--- config.mk ---
export PLATFORM = sky130hd
export DESIGN_NAME = sceg_stack_ea
export DESIGN_NICKNAME = d
export VERILOG_FILES = /design/src/sceg_pkg.sv /design/src/sceg_ea_if.sv /design/src/sceg_stack_ea.sv /design/src/sceg_ea_calc.sv
export VERILOG_INCLUDE_DIRS = /design/src
export SDC_FILE = /design/constraint.sdc
export NUM_CORES = 1
export LEC_CHECK = 0
export BUFFER_PORTS_ARGS = -buffer_cell sky130_fd_sc_hd__buf_2
export CELL_PAD_IN_SITES_DETAIL_PLACEMENT = 0
export CELL_PAD_IN_SITES_GLOBAL_PLACEMENT = 2
export CORE_ASPECT_RATIO = 1.1
export CORE_MARGIN = 4
export CORE_UTILIZATION = 33
export CTS_BUF_LIST = sky130_fd_sc_hd__clkbuf_4 sky130_fd_sc_hd__clkbuf_8
export DETAILED_ROUTE_END_ITERATION = 8
export PLACE_DENSITY_LB_ADDON = 0.1
export SETUP_SLACK_MARGIN = 0.1
export SLEW_MARGIN = 5
export SYNTH_ARGS = -nofsm -noshare
export SYNTH_HDL_FRONTEND = slang
export SYNTH_HIERARCHICAL = 1
export SYNTH_SLANG_ARGS = --single-unit
--- constraint.sdc ---
create_clock -name sys_clk -period 12.1 [get_ports sys_clk]
set_input_delay 0.605 -clock sys_clk [delete_from_list [all_inputs] [get_ports sys_clk]]
set_output_delay 0.605 -clock sys_clk [all_outputs]
set_load 0.02 [all_outputs]
--- src/sceg_map.svh ---
`ifndef SCEG_MAP_SVH
`define SCEG_MAP_SVH
// data space limits
`define SCEG_NEAR_BITS      13
`define SCEG_NEAR_LIMIT     16'h2000
`define SCEG_UNDERFLOW_ADDR 16'h0800
// stack word step in bytes
`define SCEG_WORD_STEP      16'h0002
// working register indices
`define SCEG_SP_IDX         4'hF
`define SCEG_DEFAULT_IDX    4'h0
// limit register reset value (undefined in hardware, chosen as zero)
`define SCEG_LIMIT_RESET    16'h0000
`endif

--- src/sceg_pkg.sv ---
package sceg_pkg;
    // addressing modes
    typedef enum logic [2:0] {
        SCEG_FILE_DIRECT = 3'h0,
        SCEG_REG_DIRECT  = 3'h1,
        SCEG_INDIRECT    = 3'h3,
        SCEG_POST_MOD    = 3'h2,
        SCEG_PRE_MOD     = 3'h6,
        SCEG_INDEXED     = 3'h7,
        SCEG_LIT_OFFSET  = 3'h5
    } sceg_mode_t;
    // stack operations
    typedef enum logic [1:0] {
        SCEG_STK_NONE = 2'h0,
        SCEG_STK_PUSH = 2'h1,
        SCEG_STK_POP  = 2'h3,
        SCEG_STK_EXC  = 2'h2
    } sceg_stk_t;
endpackage

--- src/sceg_ea_if.sv ---
`timescale 1ns/1ns
interface sceg_ea_if;
    import sceg_pkg::*;
    sceg_mode_t  mode;
    logic [15:0] ptr_val;
    logic [15:0] base_val;
    logic [15:0] offset;
    logic [15:0] file_addr;
    logic        move_instr;
    logic [15:0] ea;
    logic [15:0] ptr_next;
    logic        ptr_wr;
    logic        addr_used;
    modport calc (input mode, ptr_val, base_val, offset, file_addr,
                  move_instr, output ea, ptr_next, ptr_wr, addr_used);
    modport user (output mode, ptr_val, base_val, offset, file_addr,
                  move_instr, input ea, ptr_next, ptr_wr, addr_used);
endinterface

--- src/sceg_stack_ea.sv ---
`timescale 1ns/1ns
`include "sceg_map.svh"
module sceg_stack_ea
    import sceg_pkg::*;
#(
    parameter int PC_BITS = 23
) (
    // clock and reset
    input  wire logic        sys_clk,
    input  wire logic        rst_b,
    // limit register write
    input  wire logic        limit_wr,
    input  wire logic [15:0] limit_wdata,
    // stack request
    input  wire sceg_stk_t   stk_op,
    input  wire logic [PC_BITS-1:0] pc_val,
    input  wire logic [7:0]  status_low_byte,
    // operand request
    input  wire logic        op_valid,
    input  wire sceg_mode_t  op_mode,
    input  wire logic [3:0]  pointer_idx,
    input  wire logic [15:0] pointer_work_reg,
    input  wire logic [15:0] base_work_reg,
    input  wire logic [15:0] op_offset,
    input  wire logic [15:0] op_file_addr,
    input  wire logic        move_instr,
    input  wire logic        file_instr,
    input  wire logic        multiply_instr,
    input  wire logic        dest_is_work,
    // stack pointer view
    output logic [15:0]      stack_pointer_reg,
    output logic [15:0]      stack_limit_reg,
    // memory side
    output logic             mem_req,
    output logic             mem_we,
    output logic [15:0]      mem_addr,
    output logic [31:0]      mem_wdata,
    output logic             mem_dbl,
    // register file side
    output logic             ptr_wr,
    output logic [3:0]       ptr_wr_idx,
    output logic [15:0]      ptr_wr_data,
    output logic [3:0]       result_idx,
    output logic             result_pair,
    output logic             result_to_mem,
    // exception side
    output logic             stack_err_trap
);
    // the pushed counter must leave bit 23 clear, so 23 bits at the most
    if (PC_BITS < 2 || PC_BITS > 23) begin : g_pc_bits_check
        $error("PC_BITS out of range");
    end

    // --------------------------------------------------------------
    // state
    // --------------------------------------------------------------
    logic [15:0] sp_q,  sp_d;
    logic [15:0] lim_q, lim_d;
    logic        trap_q;

    sceg_ea_if eif ();
    sceg_ea_calc u_calc (.e(eif));

    // --------------------------------------------------------------
    // stack arithmetic
    // --------------------------------------------------------------
    wire        is_push, is_pop, sp_op, err, ptr_is_sp;
    wire [15:0] sp_dec, sp_acc, ea_chk, ret_lo, ret_hi;
    wire [31:0] pc_ext;
    wire        over, under;
    assign is_push = (stk_op == SCEG_STK_PUSH) || (stk_op == SCEG_STK_EXC);
    assign is_pop  = (stk_op == SCEG_STK_POP);
    assign sp_dec  = sp_q - `SCEG_WORD_STEP;
    // push uses the free word itself
    assign sp_acc  = is_pop ? sp_dec : sp_q;
    assign ptr_is_sp = op_valid && (pointer_idx == `SCEG_SP_IDX)
                     && eif.addr_used && (op_mode != SCEG_FILE_DIRECT);
    // every stack pointer address is checked
    assign ea_chk = (stk_op != SCEG_STK_NONE) ? sp_acc : eif.ea;
    assign sp_op  = (stk_op != SCEG_STK_NONE) || ptr_is_sp;
    // strict greater, so push at limit passes
    assign over  = sp_op && (ea_chk > lim_q);
    assign under = sp_op && (ea_chk < `SCEG_UNDERFLOW_ADDR);
    assign err   = over || under;
    // zero extend, so bit 23 of the pushed pair stays clear
    assign pc_ext = {{(32-PC_BITS){1'b0}}, pc_val};
    assign ret_lo = pc_ext[15:0];
    // status low byte above the counter msb
    assign ret_hi = (stk_op == SCEG_STK_EXC)
                  ? {status_low_byte, pc_ext[23:16]}
                  : {8'h00, pc_ext[23:16]};

    // operand path to the calculator
    assign eif.mode       = op_mode;
    assign eif.ptr_val    = pointer_work_reg;
    assign eif.base_val   = base_work_reg;
    assign eif.offset     = op_offset;
    assign eif.file_addr  = op_file_addr;
    assign eif.move_instr = move_instr;

    // --------------------------------------------------------------
    // next values
    // --------------------------------------------------------------
    always_comb begin
        sp_d  = sp_q;
        lim_d = lim_q;
        if (limit_wr) begin
            lim_d = {limit_wdata[15:1], 1'b0};
        end
        if (!err) begin
            if (is_push) begin
                sp_d = sp_q + `SCEG_WORD_STEP;
            end else if (is_pop) begin
                sp_d = sp_dec;
            end else if (ptr_is_sp && eif.ptr_wr) begin
                sp_d = {eif.ptr_next[15:1], 1'b0};
            end
        end
    end

    // limit has no real reset value; zero keeps simulation tidy
    always_ff @(posedge sys_clk or negedge rst_b) begin
        if (!rst_b) begin
            sp_q   <= `SCEG_UNDERFLOW_ADDR;
            lim_q  <= `SCEG_LIMIT_RESET;
            trap_q <= 1'b0;
        end else begin
            sp_q   <= sp_d;
            lim_q  <= lim_d;
            trap_q <= err;
        end
    end

    // --------------------------------------------------------------
    // registered outputs
    // --------------------------------------------------------------
    logic        req_q, we_q, dbl_q, pw_q, pair_q, tomem_q;
    logic [15:0] addr_q, pwd_q;
    logic [31:0] wd_q;
    logic [3:0]  pidx_q, ridx_q;
    wire         op_wb;
    assign op_wb = op_valid && eif.ptr_wr && !err;
    always_ff @(posedge sys_clk or negedge rst_b) begin
        if (!rst_b) begin
            req_q <= 1'b0;  we_q <= 1'b0;  dbl_q <= 1'b0;
            addr_q <= 16'h0000; wd_q <= 32'h0000_0000;
            pw_q <= 1'b0; pidx_q <= 4'h0; pwd_q <= 16'h0000;
            ridx_q <= 4'h0; pair_q <= 1'b0; tomem_q <= 1'b0;
        end else begin
            // offending access is not issued to memory
            req_q  <= !err && ((stk_op != SCEG_STK_NONE)
                     || (op_valid && eif.addr_used));
            we_q   <= is_push;
            dbl_q  <= is_push;
            addr_q <= (stk_op != SCEG_STK_NONE) ? sp_acc : eif.ea;
            wd_q   <= {ret_hi, ret_lo};
            pw_q   <= op_wb;
            pidx_q <= pointer_idx;
            pwd_q  <= eif.ptr_next;
            // file ops go to default register or file
            ridx_q <= file_instr ? `SCEG_DEFAULT_IDX : pointer_idx;
            pair_q <= multiply_instr;
            tomem_q <= !dest_is_work && !multiply_instr;
        end
    end
    assign mem_req           = req_q;
    assign mem_we            = we_q;
    assign mem_dbl           = dbl_q;
    assign mem_addr          = addr_q;
    assign mem_wdata         = wd_q;
    assign ptr_wr            = pw_q;
    assign ptr_wr_idx        = pidx_q;
    assign ptr_wr_data       = pwd_q;
    assign result_idx        = ridx_q;
    assign result_pair       = pair_q;
    assign result_to_mem     = tomem_q;
    assign stack_pointer_reg = sp_q;
    assign stack_limit_reg   = lim_q;
    assign stack_err_trap    = trap_q;
endmodule // sceg_stack_ea

--- src/sceg_ea_calc.sv ---
`timescale 1ns/1ns
`include "sceg_map.svh"
module sceg_ea_calc
    import sceg_pkg::*;
(
    sceg_ea_if.calc e
);
    // --------------------------------------------------------------
    // address forming
    // --------------------------------------------------------------
    wire [15:0] near_addr;
    wire [15:0] mod_val;
    wire [15:0] sum_idx;
    wire [15:0] sum_lit;
    // thirteen bit field; move reaches all space
    assign near_addr = e.move_instr ? e.file_addr
                     : {3'h0, e.file_addr[`SCEG_NEAR_BITS-1:0]};
    // signed offset adjusts the pointer for pre and post modes
    assign mod_val = e.ptr_val + e.offset;
    assign sum_idx = e.ptr_val + e.base_val;
    assign sum_lit = e.ptr_val + e.offset;
    // file direct; pre modify; indexed; literal offset; else the bare pointer
    assign e.ea = (e.mode == SCEG_FILE_DIRECT) ? near_addr
                : (e.mode == SCEG_PRE_MOD)     ? mod_val
                : (e.mode == SCEG_INDEXED)     ? sum_idx
                : (e.mode == SCEG_LIT_OFFSET)  ? sum_lit
                : e.ptr_val;
    assign e.ptr_wr   = (e.mode == SCEG_POST_MOD) || (e.mode == SCEG_PRE_MOD);
    assign e.ptr_next = mod_val;
    // register direct forms no address
    assign e.addr_used = (e.mode != SCEG_REG_DIRECT);
endmodule // sceg_ea_calc

-- After elaboration in Yosys (flattened, before gate mapping)
Cells that the tools add are included.
- flip-flop bits (word level): 109
- input bits: 128
- word-level logic and storage cells: 65
- add/subtract/negate cells: 4
- $lt $le $gt $ge: 2
- equal/unequal tests: 9
- multiplexer cells: 12
- bitwise logic cells: 1
- reduce and logical (&&, ||, !) cells: 24
- operators by type and width (kind ; count):
    $mux W16 ; 11
    $add A16 B16 Y16 ; 2
    $add A16 B2 Y16 const B ; 1
    $gt A16 B16 Y1 ; 1
    $lt A16 B12 Y1 const B ; 1
    $sub A16 B2 Y16 const B ; 1
    $logic_and A1 B1 Y1 ; 11
    $eq A3 B3 Y1 const B ; 3
    $reduce_bool A3 Y1 ; 2
    $logic_or A1 B1 Y1 ; 5
    $eq A2 B2 Y1 const B ; 2
    $eq A4 B4 Y1 const B ; 1
    $mux W4 ; 1
    $eq A3 B2 Y1 const B ; 1
    $logic_not A1 Y1 ; 3
    $logic_not A3 Y1 ; 1
    $ne A3 B1 Y1 const B ; 1
    $eq A2 B1 Y1 const B ; 1
    $reduce_and A2 Y1 ; 1
    $reduce_bool A2 Y1 ; 1
    $not A1 Y1 ; 1

-- Longest topological paths before layout
Gate-level depths: netlist (run 1).
- depth in word-level cells: 11
- mapped depth: 22
- depth with buffers taken out: 20

-- By module
Netlist (run 1), hierarchy kept.
- modules (own cells, without submodules) (module ; instances ; cells each ; area an instance (µm²)):
    sceg_stack_ea ; 1 ; 474 ; 4864.7
    sceg_ea_calc ; 1 ; 360 ; 2403.6

-- Worst setup path before layout (run 1)
No wires, ideal clock.
- path kind: input -> register
- from: input pointer_work_reg[0]
- to: register sp_q[3] (netlist: stack_pointer_reg[3])
- data arrival time: 4663 ps
- setup slack: 7309 ps
- cell stages on the path: 20
- path buffers: 1
- path through: ha_1 -> fa_1 -> a21o_1 -> a221o_1 -> a21o_1 -> a211o_1 -> nor2_1 -> o32ai_1 -> a211oi_2 -> inv_1 -> mux2_2 -> inv_1 -> ha_1 -> and4_1 -> a221oi_1 -> a21oi_1 -> a41oi_4 -> and2_1 -> buf_4 -> mux2_1
- word-level cells in the longest chain between the ends: 11
- ends and longest elaborated chain (item ; RTL line ; text):
    from (decl) ; sceg_stack_ea.sv:22 ; input wire logic [15:0] pointer_work_reg,
    $add A16 B16 Y16 ; sceg_ea_calc.sv:19, sceg_ea_calc.sv:21 ;
    $mux W16 ; sceg_ea_calc.sv:26 ; : (e.mode == SCEG_LIT_OFFSET) ? sum_lit
    $mux W16 ; sceg_ea_calc.sv:25 ; : (e.mode == SCEG_INDEXED) ? sum_idx
    $mux W16 * ; sceg_ea_calc.sv:24 ; : (e.mode == SCEG_PRE_MOD) ? mod_val
    $mux W16 * ; sceg_ea_calc.sv:23 ; assign e.ea = (e.mode == SCEG_FILE_DIRECT) ? near_addr
    via eif.ea[14] ; sceg_ea_if.sv:10 ; logic [15:0] ea;
    $mux W16 * ; sceg_stack_ea.sv:79 ; assign ea_chk = (stk_op != SCEG_STK_NONE) ? sp_acc : eif.ea;
    via ea_chk[14] ; sceg_stack_ea.sv:68 ; wire [15:0] sp_dec, sp_acc, ea_chk, ret_lo, ret_hi;
    $gt A16 B16 Y1 or $lt A16 B12 Y1 (tied branches) ; - ;
    $logic_and A1 B1 Y1 (on tied branches) ; sceg_stack_ea.sv:82, sceg_stack_ea.sv:83 ;
    $logic_or A1 B1 Y1 * ; sceg_stack_ea.sv:84 ; assign err = over || under;
    $not A1 Y1 (no source line) * ; - ;
    $reduce_and A2 Y1 (no source line) * ; - ;
    to (signal assigned) ; sceg_stack_ea.sv:124 ; sp_q <= `SCEG_UNDERFLOW_ADDR;
    to (signal assigned) ; sceg_stack_ea.sv:128 ; sp_q <= sp_d;
    to (decl) ; sceg_stack_ea.sv:57 ; logic [15:0] sp_q, sp_d;
The timed path passes the listed nets; every way through them passes the cells marked *. The select of a mux whose other input is x is not followed.
A chain may end at the register's enable or synchronous reset.

-- Final worst setup path (run 1)
- from: input pointer_work_reg[0]
- to: register sp_q[3] (netlist: stack_pointer_reg[3])
- word-level cells in the longest chain between the ends: 11
- ends and longest elaborated chain (item ; RTL line ; text):
    $add A16 B16 Y16 * ; sceg_ea_calc.sv:19 ; assign mod_val = e.ptr_val + e.offset;
    via eif.ptr_next[14] ; sceg_ea_if.sv:11 ; logic [15:0] ptr_next;
    $mux W16 ; sceg_ea_calc.sv:26 ;
    $mux W16 ; sceg_ea_calc.sv:25 ;
    $mux W16 * ; sceg_ea_calc.sv:24 ;
    $mux W16 * ; sceg_ea_calc.sv:23 ;
    via eif.ea[14] ; sceg_ea_if.sv:10 ;
    $mux W16 * ; sceg_stack_ea.sv:79 ;
    via ea_chk[14] ; sceg_stack_ea.sv:68 ;
    $gt A16 B16 Y1 or $lt A16 B12 Y1 (tied branches) ; - ;
    $logic_and A1 B1 Y1 (on tied branches) ; sceg_stack_ea.sv:82, sceg_stack_ea.sv:83 ;
    $logic_or A1 B1 Y1 * ; sceg_stack_ea.sv:84 ;
    $not A1 Y1 (no source line) * ; - ;
    $reduce_and A2 Y1 (no source line) * ; - ;
Marks and branches as above.

==> results.py, run 1 <==
metrics = {
    "die": {
        "ios": 239,
        "die_x_um": 150,
        "floorplan.initialDensity_pct": 33.8,
        "die_y_um": 164,
        "placementRows": 56,
        "die-area_mm2": 0.0245,
        "core_mm2": 0.0215,
    },
    "power": {
        "switching_power_uw": 641,
        "comb_power_share_pct": 45.7,
        "p_int_uw": 744,
        "power_leakage_uw": 0.00411,
        "power.density_mw_per_mm2": 157,
        "seq_power_share_pct": 37.4,
        "p_clk_share_pct": 16.9,
        "sw_frac_of_total_pct": 46.3,
        "ir_drop_uv": 67.1,
        "p_total_uw": 1380,
    },
    "place": {
        "gp_congestion": 0.863,
        "hpwl_mm": 19.3,
        "port_buffers": 234,
    },
    "clock_tree": {
        "cts_root_buf": "clkbuf_8",
        "path_clk_slew_ps": 120,
        "cts_num_sinks": 107,
        "clk_path_buf_depth": 2,
        "htree_levels": 3,
        "cts_tree": "built",
        "postCtsHoldBufs": 0,
        "postCtsSetupBuffers": 0,
        "clk_latency_ps": 390,
        "cts_resized": 0,
        "cts_made_buffers": 9,
    },
    "timing": {
        "skew_ps": 20.1,
        "report.final.hold_viol_count": 0,
        "fmax_mhz": 174,
        "maxSlewHeadroom_pct": 26.4,
        "fin_setup_tns_ps": 0,
        "fin_crit_ps": 5730,
        "fin_crit_sh_pct": 47.4,
        "final_max_slew_viol_count": 0,
        "rsz0062_at_grt": "false",
        "worst_pin_slew_ps": 1100,
        "setup-violations-final": 0,
    },
    "grt": {
        "grt_antenna_before_repair": 0,
        "grt_overflow": 0,
        "grt_max_degree": 81,
        "first_global_vias": 6700,
        "grt_first_pass_wirelength_mm": 37.2,
        "track_usage_pct": 19.5,
    },
    "final_layout": {
        "fill_cells": 2291,
        "largest_reg_flops": 31,
        "fin_nets": 1215,
        "area_growth_syn_to_layout_pct": 21.1,
        "diodes": 0,
        "drive_above_1_share_pct": 26.9,
    },
    "setup_path": {
        "cp_data_arrival_time_ps": 6020,
        "cp_max_fo": 17,
        "path_class": "in2reg",
        "cp-end-kind": "register",
        "start_kind": "input pin",
        "crit_required_ps": 12390,
    },
    "hold_path": {
        "hold_class": "in2async",
    },
    "synth": {
        "yosys-top-cells-area": "dfrtp_1 (36%), ha_1 (8.6%), nand2_1 (5.1%)",
        "synth_common_cells": "dfrtp_1 (106), nand2_1 (98), o21ai_0 (64)",
        "ys.flop_type": "dfrtp_1",
        "synth_edf_count": 0,
        "yosysSeqAreaShare_pct": 36.9,
        "syn_area_per_cell_um2": 8.71,
        "synth_seq_cells": 107,
        "syn_inst": 834,
        "yosysMostFrequentCell": "dfrtp_1",
        "yosysTopAreaCellShare_pct": 36.5,
        "syn_area_mm2": 0.00727,
        "yosys_warnings": 6,
        "async_flop_share_pct": 100,
        "synth_cell_types": 79,
        "yosysTopAreaCell": "dfrtp_1",
    },
    "detailed_routing": {
        "routedWlPerCell_um": 18.4,
        "drc": 0,
        "wl_mm": 24.4,
        "vias_per_cell": 5.16,
        "drtIter0Drc": 441,
        "drtPass1Iterations": 5,
        "drtAntennaViolNets": 0,
        "vias": 6859,
    },
    "run": {
        "drv_cap": 0,
    },
    "run_status": {
        "run_status": "completed",
    },
}
[cell type report]
cell class / count / area, µm² / area share, %
Inverter: 40 / 150 / 1.71
Sequential cell: 107 / 2680 / 30.4
Tap cell: 290 / 363 / 4.12
Clock buffer: 9 / 124 / 1.41
Multi-Input combinational cell: 638 / 4180 / 47.5
Clock inverter: 7 / 96.3 / 1.09
Timing Repair Buffer: 239 / 1210 / 13.8
[logic make-up (layout without fill, tap and decap cells)]
group / Yosys count / count (layout) / synth area share, %
buffers and inverters: 91 / 295 / 5.78
xor gates and xnor gates: 50 / 50 / 6.13
adders and majority gates: 53 / 53 / 9.30
muxes: 15 / 15 / 2.13
DFF: 107 / 107 / 36.9
other: 1 / 3 / 0.0516
and+or+nand+nor: 274 / 274 / 18.2
AOI/OAI and AO/OA: 243 / 243 / 21.5
[cell usage in the layout, fill, tap and decap left out, types with 11 or more instances in the layout]
master and n:
a211oi_1 12, a21o_1 13, a21oi_1 63, a31oi_1 21, and2_1 13, buf_2 233
dfrtp_1 106, ha_1 50, inv_1 39, mux2i_1 11, nand2_1 98, nand3_1 25
nor2_1 57, nor3_1 17, o21ai_0 64, o22ai_1 13, xnor2_1 32, xor2_1 17
[path summary, 6_finish.rpt]
kind,from,end,slack (ps),depth (start not counted)
min in group sys_clk,pc_val[21],mem_wdata[21]$_DFF_PN0_,300,1
hold / removal,rst_b,result_idx[3]$_DFF_PN0_,100,1
max in group asynchronous,rst_b,ptr_wr_data[12]$_DFF_PN0_,10680,2
setup reg to reg,stack_pointer_reg[1]$_DFFE_PN0P_,stack_pointer_reg[3]$_DFFE_PN0P_,6920,15
setup / recovery,pointer_work_reg[0],stack_pointer_reg[3]$_DFFE_PN0P_,6370,20
hold reg to reg,stack_limit_reg[13]$_DFFE_PN0P_,stack_limit_reg[13]$_DFFE_PN0P_,580,2
[layer usage]
metal | vias up | global-route usage, % | part of all wire [%]
met5 | - | 0 | 0
met4 | 0 | 5.29 | 1.9
met3 | 26 | 2.91 | 6.4
met2 | 259 | 32.6 | 47
met1 | 3176 | 26.3 | 45
li1 | 3398 | - | -
[worst max-delay path: stages]
cell and delay [ps]:
buf_2 120, ha_1 220, fa_1 400, a21oi_1 310, o211ai_2 210, or4b_1 240
o2111ai_2 170, xor2_2 390, o32ai_1 160, a211oi_2 240, inv_1 80, mux2_2 310
inv_1 100, ha_1 250, and4_1 200, a221oi_1 270, a21oi_1 140, a41oi_4 550
and2_1 640, mux2_1 380
[power by group through the flow]
stage          Combinational [µW]  Sequential (µW)  Clock [µW]
2_1_floorplan                 373              563           0
3_3_place_gp                  640              525           0
3_5_place_dp                  638              525           0
4_1_cts                       641              517         244
5_1_grt                       700              531         255
6_report                      633              517         234
[metrics by stage]
stage,area (µm²),setup WS (ps),hold slack (ps),utilization [%],cells
3_3_place_gp,8580,5800,536,39.9,1314
5_1_grt,8800,6000,101,40.9,1330
6_report,8800,6370,96.6,40.9,1330
2_1_floorplan,7280,7310,309,-,836
4_1_cts,8800,6320,86.0,40.9,1330
3_5_place_dp,8580,5930,535,39.9,1314
(Power assumes the default switching activity.)
==> inputs of run 2 (changes only) <==
- CORE_UTILIZATION: 33 -> 30
- clock period: 12.1 -> 5.8 ns (I/O delays scaled with it)
==> run 2 against run 1 <==
Critical path depth stayed put. Worst hold slack worse by 57 ps. First-iteration DRC count fell by 11%. Clock skew shrank 5.8 ps. Final area up 4.1%. Clock power is 110% higher. Routed wire length grew 4.5%. Setup slack worse by 5400 ps. Die area is 9.5% higher. Non-clock buffer count grew 38.
==> results.py, run 2 (synthesized netlist as in run 1, its figures left out) <==
metrics = {
    "run_status": {
        "run_status": "completed",
    },
    "grt": {
        "grt_antenna_before_repair": 0,
        "grt_max_degree": 63,
        "first_global_vias": 6895,
        "track_usage_pct": 18.4,
        "use_met3_pct": 1.66,
        "grt_overflow": 0,
        "grt_first_pass_wirelength_mm": 38.8,
        "grt_util_met2_pct": 31.7,
        "busiest_layer": "met2",
        "use_met1_pct": 25.0,
    },
    "detailed_routing": {
        "vias_per_cell": 5.03,
        "vias": 6954,
        "drtAntennaViolNets": 0,
        "drc": 0,
        "drtIter0Drc": 394,
        "drtPass1Iterations": 5,
        "routedWlPerCell_um": 18.4,
        "wl_mm": 25.5,
    },
    "clock_tree": {
        "cts_num_sinks": 107,
        "postCtsSetupBuffers": 0,
        "path_clk_slew_ps": 100,
        "cts_root_buf": "clkbuf_8",
        "cts_resized": 0,
        "cts_made_buffers": 9,
        "htree_levels": 3,
        "cts_tree": "built",
        "clk_latency_ps": 380,
        "clk_path_buf_depth": 2,
    },
    "timing": {
        "fmax_mhz": 207,
        "fin_crit_sh_pct": 83.3,
        "holdWs_ps": 39.4,
        "fin_setup_tns_ps": 0,
        "maxSlewHeadroom_pct": 43.4,
        "skew_ps": 14.3,
        "rsz0062_at_grt": "false",
        "final_max_slew_viol_count": 0,
        "report.final.hold_viol_count": 0,
        "worst_pin_slew_ps": 828,
        "setup-violations-final": 0,
        "fin_crit_ps": 4830,
    },
    "setup_path": {
        "start_kind": "input pin",
        "path_class": "in2reg",
        "cp-end-kind": "register",
        "crit_required_ps": 6070,
        "reg2reg_setup_slack_ps": 1260,
        "cp_data_arrival_time_ps": 5100,
        "cp_max_fo": 6,
    },
    "final_layout": {
        "largest_reg_flops": 31,
        "fin_nets": 1253,
        "final_common_cell": "buf_2",
        "layout_common_cells": "buf_2 (233), dfrtp_1 (106), nand2_1 (98)",
        "area_growth_syn_to_layout_pct": 26.0,
        "diodes": 0,
        "drive_above_1_share_pct": 27.2,
    },
    "hold_path": {
        "hold_class": "in2reg",
    },
    "place": {
        "port_buffers": 234,
        "gp_congestion": 0.825,
        "hpwl_mm": 20.3,
    },
    "power": {
        "power.density_mw_per_mm2": 320,
        "power_leakage_uw": 0.00428,
        "p_total_uw": 2930,
        "ir_drop_uv": 109,
    },
    "die": {
        "die_y_um": 171,
        "placementRows": 59,
        "die_x_um": 156,
        "die-area_mm2": 0.0268,
        "floorplan.initialDensity_pct": 30.6,
        "ios": 239,
        "core_mm2": 0.0238,
    },
    "run": {
        "drv_cap": 0,
    },
}
run 2: timing repair:
action                     4_1_cts  5_1_grt
hold buffers                    25        0
setup endpoints to repair        0        0
hold endpoints to repair        69        0
run 2: where the power goes:
part	switching (µW)	internal (µW)	total (µW)
logic	853	513	1370
registers	183	892	1070
clock network	271	223	494
total	1310	1630	2930
run 2: final timing paths:
check                                                 start                          endpoint  cells past startpoint
hold / removal                               pointer_idx[1]           ptr_wr_idx[1]$_DFF_PN0_                      1
max in group asynchronous                             rst_b         ptr_wr_data[11]$_DFF_PN0_                      3
min in group asynchronous                             rst_b           mem_wdata[12]$_DFF_PN0_                      2
setup reg to reg           stack_pointer_reg[1]$_DFFE_PN0P_  stack_pointer_reg[3]$_DFFE_PN0P_                     15
setup / recovery                        pointer_work_reg[0]  stack_pointer_reg[3]$_DFFE_PN0P_                     20
hold reg to reg              stack_limit_reg[5]$_DFFE_PN0P_    stack_limit_reg[5]$_DFFE_PN0P_                      2
run 2: worst max-delay path, stage by stage:
cell	delay (ps)
buf_2	130
ha_1	230
fa_1	410
a21oi_1	290
o211ai_2	200
or4b_1	230
o2111ai_2	170
xor2_2	390
o32ai_1	160
a211oi_2	260
inv_1	80
mux2_2	320
inv_1	110
ha_1	260
and4_1	210
a221oi_1	300
a21oi_1	160
a41oi_4	260
and2_1	300
mux2_1	350
run 2: per-layer routing:
layer | up-vias | wire, µm
li1 | 3460 | -
met1 | 3295 | 11400
met2 | 180 | 12700
met3 | 19 | 986
met4 | 0 | 420
met5 | - | 0
run 2: final cells by class:
| class | count | area (µm²) |
|---|---|---|
| clock buffers | 11 | 145 |
| clock inverters | 5 | 66.3 |
| fillers | 2540 | 14600 |
| inverters | 40 | 150 |
| multi-input cells | 638 | 4180 |
| flip-flops and latches | 107 | 2680 |
| well taps | 305 | 382 |
| repair buffers | 277 | 1560 |
run 2: through the flow:
step / util, % / setup WS (ps) / cell area (µm²) / cells
2_1_floorplan: - / 1320 / 7280 / 836
3_3_place_gp: 36.6 / 614 / 8700 / 1342
3_5_place_dp: 36.6 / 576 / 8700 / 1342
4_1_cts: 38.5 / 988 / 9160 / 1383
5_1_grt: 38.5 / 679 / 9160 / 1383
6_report: 38.5 / 970 / 9160 / 1383
==> inputs of run 3 (changes only) <==
- clock period: 5.8 -> 4.74 ns (I/O delays scaled with it)
==> run 3 against run 2 <==
Flip-flop and latch count did not move. Combinational power is 42% higher. Non-clock buffer count grew 64. Global-route usage up 0.40 points. Routed wire length increased by 1.0%. Utilization is 2.2 points higher. Largest power group unchanged. Largest cell class unchanged. Cell count is 4.7% higher. Sequential power is 14% higher.
==> results.py, run 3 (synthesized netlist as in run 1, its figures left out) <==
metrics = {
    "run_status": {
        "run_status": "completed",
    },
    "timing": {
        "report.final.hold_viol_count": 0,
        "fin_crit_sh_pct": 92.7,
        "skew_ps": 15.2,
        "fin_crit_ps": 4400,
        "maxSlewHeadroom_pct": 36.4,
        "setup-violations-final": 0,
        "fin_setup_tns_ps": 0,
        "fmax_mhz": 228,
        "final_max_slew_viol_count": 0,
        "worst_pin_slew_ps": 955,
        "fin_ws_ps": 345,
        "rsz0062_at_grt": "false",
    },
    "final_layout": {
        "layout_common_cells": "buf_2 (233), dfrtp_1 (106), nand2_1 (98)",
        "area_growth_syn_to_layout_pct": 33.1,
        "drive_above_1_share_pct": 31.3,
        "fin_nets": 1317,
        "final_common_cell": "buf_2",
        "fill_cells": 2551,
        "largest_reg_flops": 31,
        "final_cell_count_no_fill": 1448,
    },
    "setup_path": {
        "start_kind": "input pin",
        "crit_buf_inv": 3,
        "path_class": "in2reg",
        "cp_data_arrival_time_ps": 4660,
        "cp_max_fo": 4,
        "crit_family": "compound AO/OA/AOI/OAI gates",
        "critical_path.max_stage_delay_ps": 390,
        "cp_slowest_cell": "fa_1",
        "cp-end-kind": "register",
        "path_cells": "buf_2, ha_1, fa_1, a21o_1, a221o_1, a21o_1, a211o_1, nor3b_1, o32ai_2, a211oi_2, inv_1, mux2_2, inv_1, ha_1, and4_1, and2_1, and3_1, a21oi_2, a41oi_4, and2_4, mux2_1",
        "crit_required_ps": 5010,
    },
    "die": {
        "die_x_um": 156,
        "die-area_mm2": 0.0268,
        "core_mm2": 0.0238,
        "floorplan.initialDensity_pct": 30.6,
        "die_y_um": 171,
        "ios": 239,
        "placementRows": 59,
    },
    "detailed_routing": {
        "wl_mm": 25.8,
        "drtAntennaViolNets": 0,
        "vias": 7136,
        "routedWlPerCell_um": 17.8,
        "drtIter0Drc": 401,
        "vias_per_cell": 4.93,
        "drc": 0,
        "drtPass1Iterations": 5,
    },
    "power": {
        "seq_power_share_pct": 32.8,
        "power.density_mw_per_mm2": 384,
        "sw_frac_of_total_pct": 44.1,
        "comb_power_share_pct": 52.1,
        "p_int_uw": 2080,
        "p_clk_share_pct": 15.1,
        "ir_drop_uv": 152,
        "switching_power_uw": 1640,
        "power_leakage_uw": 0.00458,
    },
    "clock_tree": {
        "cts_root_buf": "clkbuf_8",
        "cts_tree": "built",
        "clk_path_buf_depth": 2,
        "path_clk_slew_ps": 120,
        "clk_latency_ps": 380,
        "cts_made_buffers": 9,
        "cts_num_sinks": 107,
        "htree_levels": 3,
    },
    "place": {
        "port_buffers": 234,
        "hpwl_mm": 20.8,
        "gp_congestion": 0.827,
        "dp_worst_setup_slack_ps": -167,
        "post-place-cells": 1400,
    },
    "grt": {
        "track_usage_pct": 18.8,
        "first_global_vias": 7182,
        "grt_antenna_before_repair": 1,
        "grt_max_degree": 57,
        "grt_first_pass_wirelength_mm": 39.7,
        "grt_overflow": 0,
    },
    "hold_path": {
        "hold_class": "in2reg",
    },
    "run": {
        "drv_cap": 0,
    },
}
==> run 3: final timing paths <==
| path | from | endpoint | slack, ps | cells after the start |
|---|---|---|---|---|
| max in group asynchronous | rst_b | ptr_wr$_DFF_PN0_ | 3120 | 3 |
| worst min-delay path | limit_wdata[7] | stack_limit_reg[7]$_DFFE_PN0P_ | 50 | 3 |
| min in group asynchronous | rst_b | mem_wdata[11]$_DFF_PN0_ | 420 | 2 |
| worst max-delay path | pointer_work_reg[0] | stack_pointer_reg[3]$_DFFE_PN0P_ | 340 | 21 |
| worst min register to register | stack_limit_reg[2]$_DFFE_PN0P_ | stack_limit_reg[2]$_DFFE_PN0P_ | 590 | 2 |
| worst max register to register | stack_pointer_reg[8]$_DFFE_PN0P_ | stack_pointer_reg[3]$_DFFE_PN0P_ | 780 | 14 |
==> run 3: per-stage QoR <==
step	util, %	total power, µW	instance area (µm²)	hold WS [ps]
after floorplan	-	2390	7280	-58.6
after global placement	38.4	3160	9130	316
after detailed placement	38.4	3150	9130	319
after CTS	40.5	3740	9630	24.2
after global routing	40.7	4000	9670	40.8
final	40.7	3720	9670	54.5
==> run 3: power by group through the flow <==
stage	sequential, µW	clock (µW)	combinational [µW]
2_1_floorplan	1440	0	953
3_3_place_gp	1240	0	1910
3_5_place_dp	1240	0	1910
4_1_cts	1220	585	1930
5_1_grt	1250	612	2140
6_report	1220	559	1940
==> run 3: layout make-up <==
| cell class | count | area [µm²] | area share, % |
|---|---|---|---|
| repair buffers | 341 | 2060 | 21.3 |
| multi-input cells | 638 | 4210 | 43.5 |
| well taps | 305 | 382 | 3.95 |
| flip-flops and latches | 107 | 2680 | 27.7 |
| clock inverters | 6 | 57.6 | 0.595 |
| clock buffers | 10 | 138 | 1.42 |
| inverters | 40 | 150 | 1.55 |
| diodes | 1 | 2.50 | 0.0259 |
==> run 3: worst register-to-register path, cell delays in order (launching register included) <==
cell	delay, ps
dfrtp_1	400
or4_1	670
or2_2	390
nor2_1	170
nand2_1	90
xor2_1	160
o21ai_0	300
ha_1	310
nand2_1	60
o21ai_0	120
a221oi_2	320
a21oi_2	100
a41oi_4	230
and2_4	200
mux2_1	320
==> run 3: layer usage <==
metal	wire (µm)	global-route usage, %	vias to the layer above
met1	11400	25.0	3350
met3	1150	1.94	14
li1	-	-	3594
met4	303	4.23	0
met5	0	0	-
met2	12900	33.2	178
==> run 3: timing repair <==
item	4_1_cts	5_1_grt
gates resized for setup	0	9
setup endpoints to repair	0	14
hold buffers	30	0
hold endpoints to repair	80	0
buffers inserted	0	1
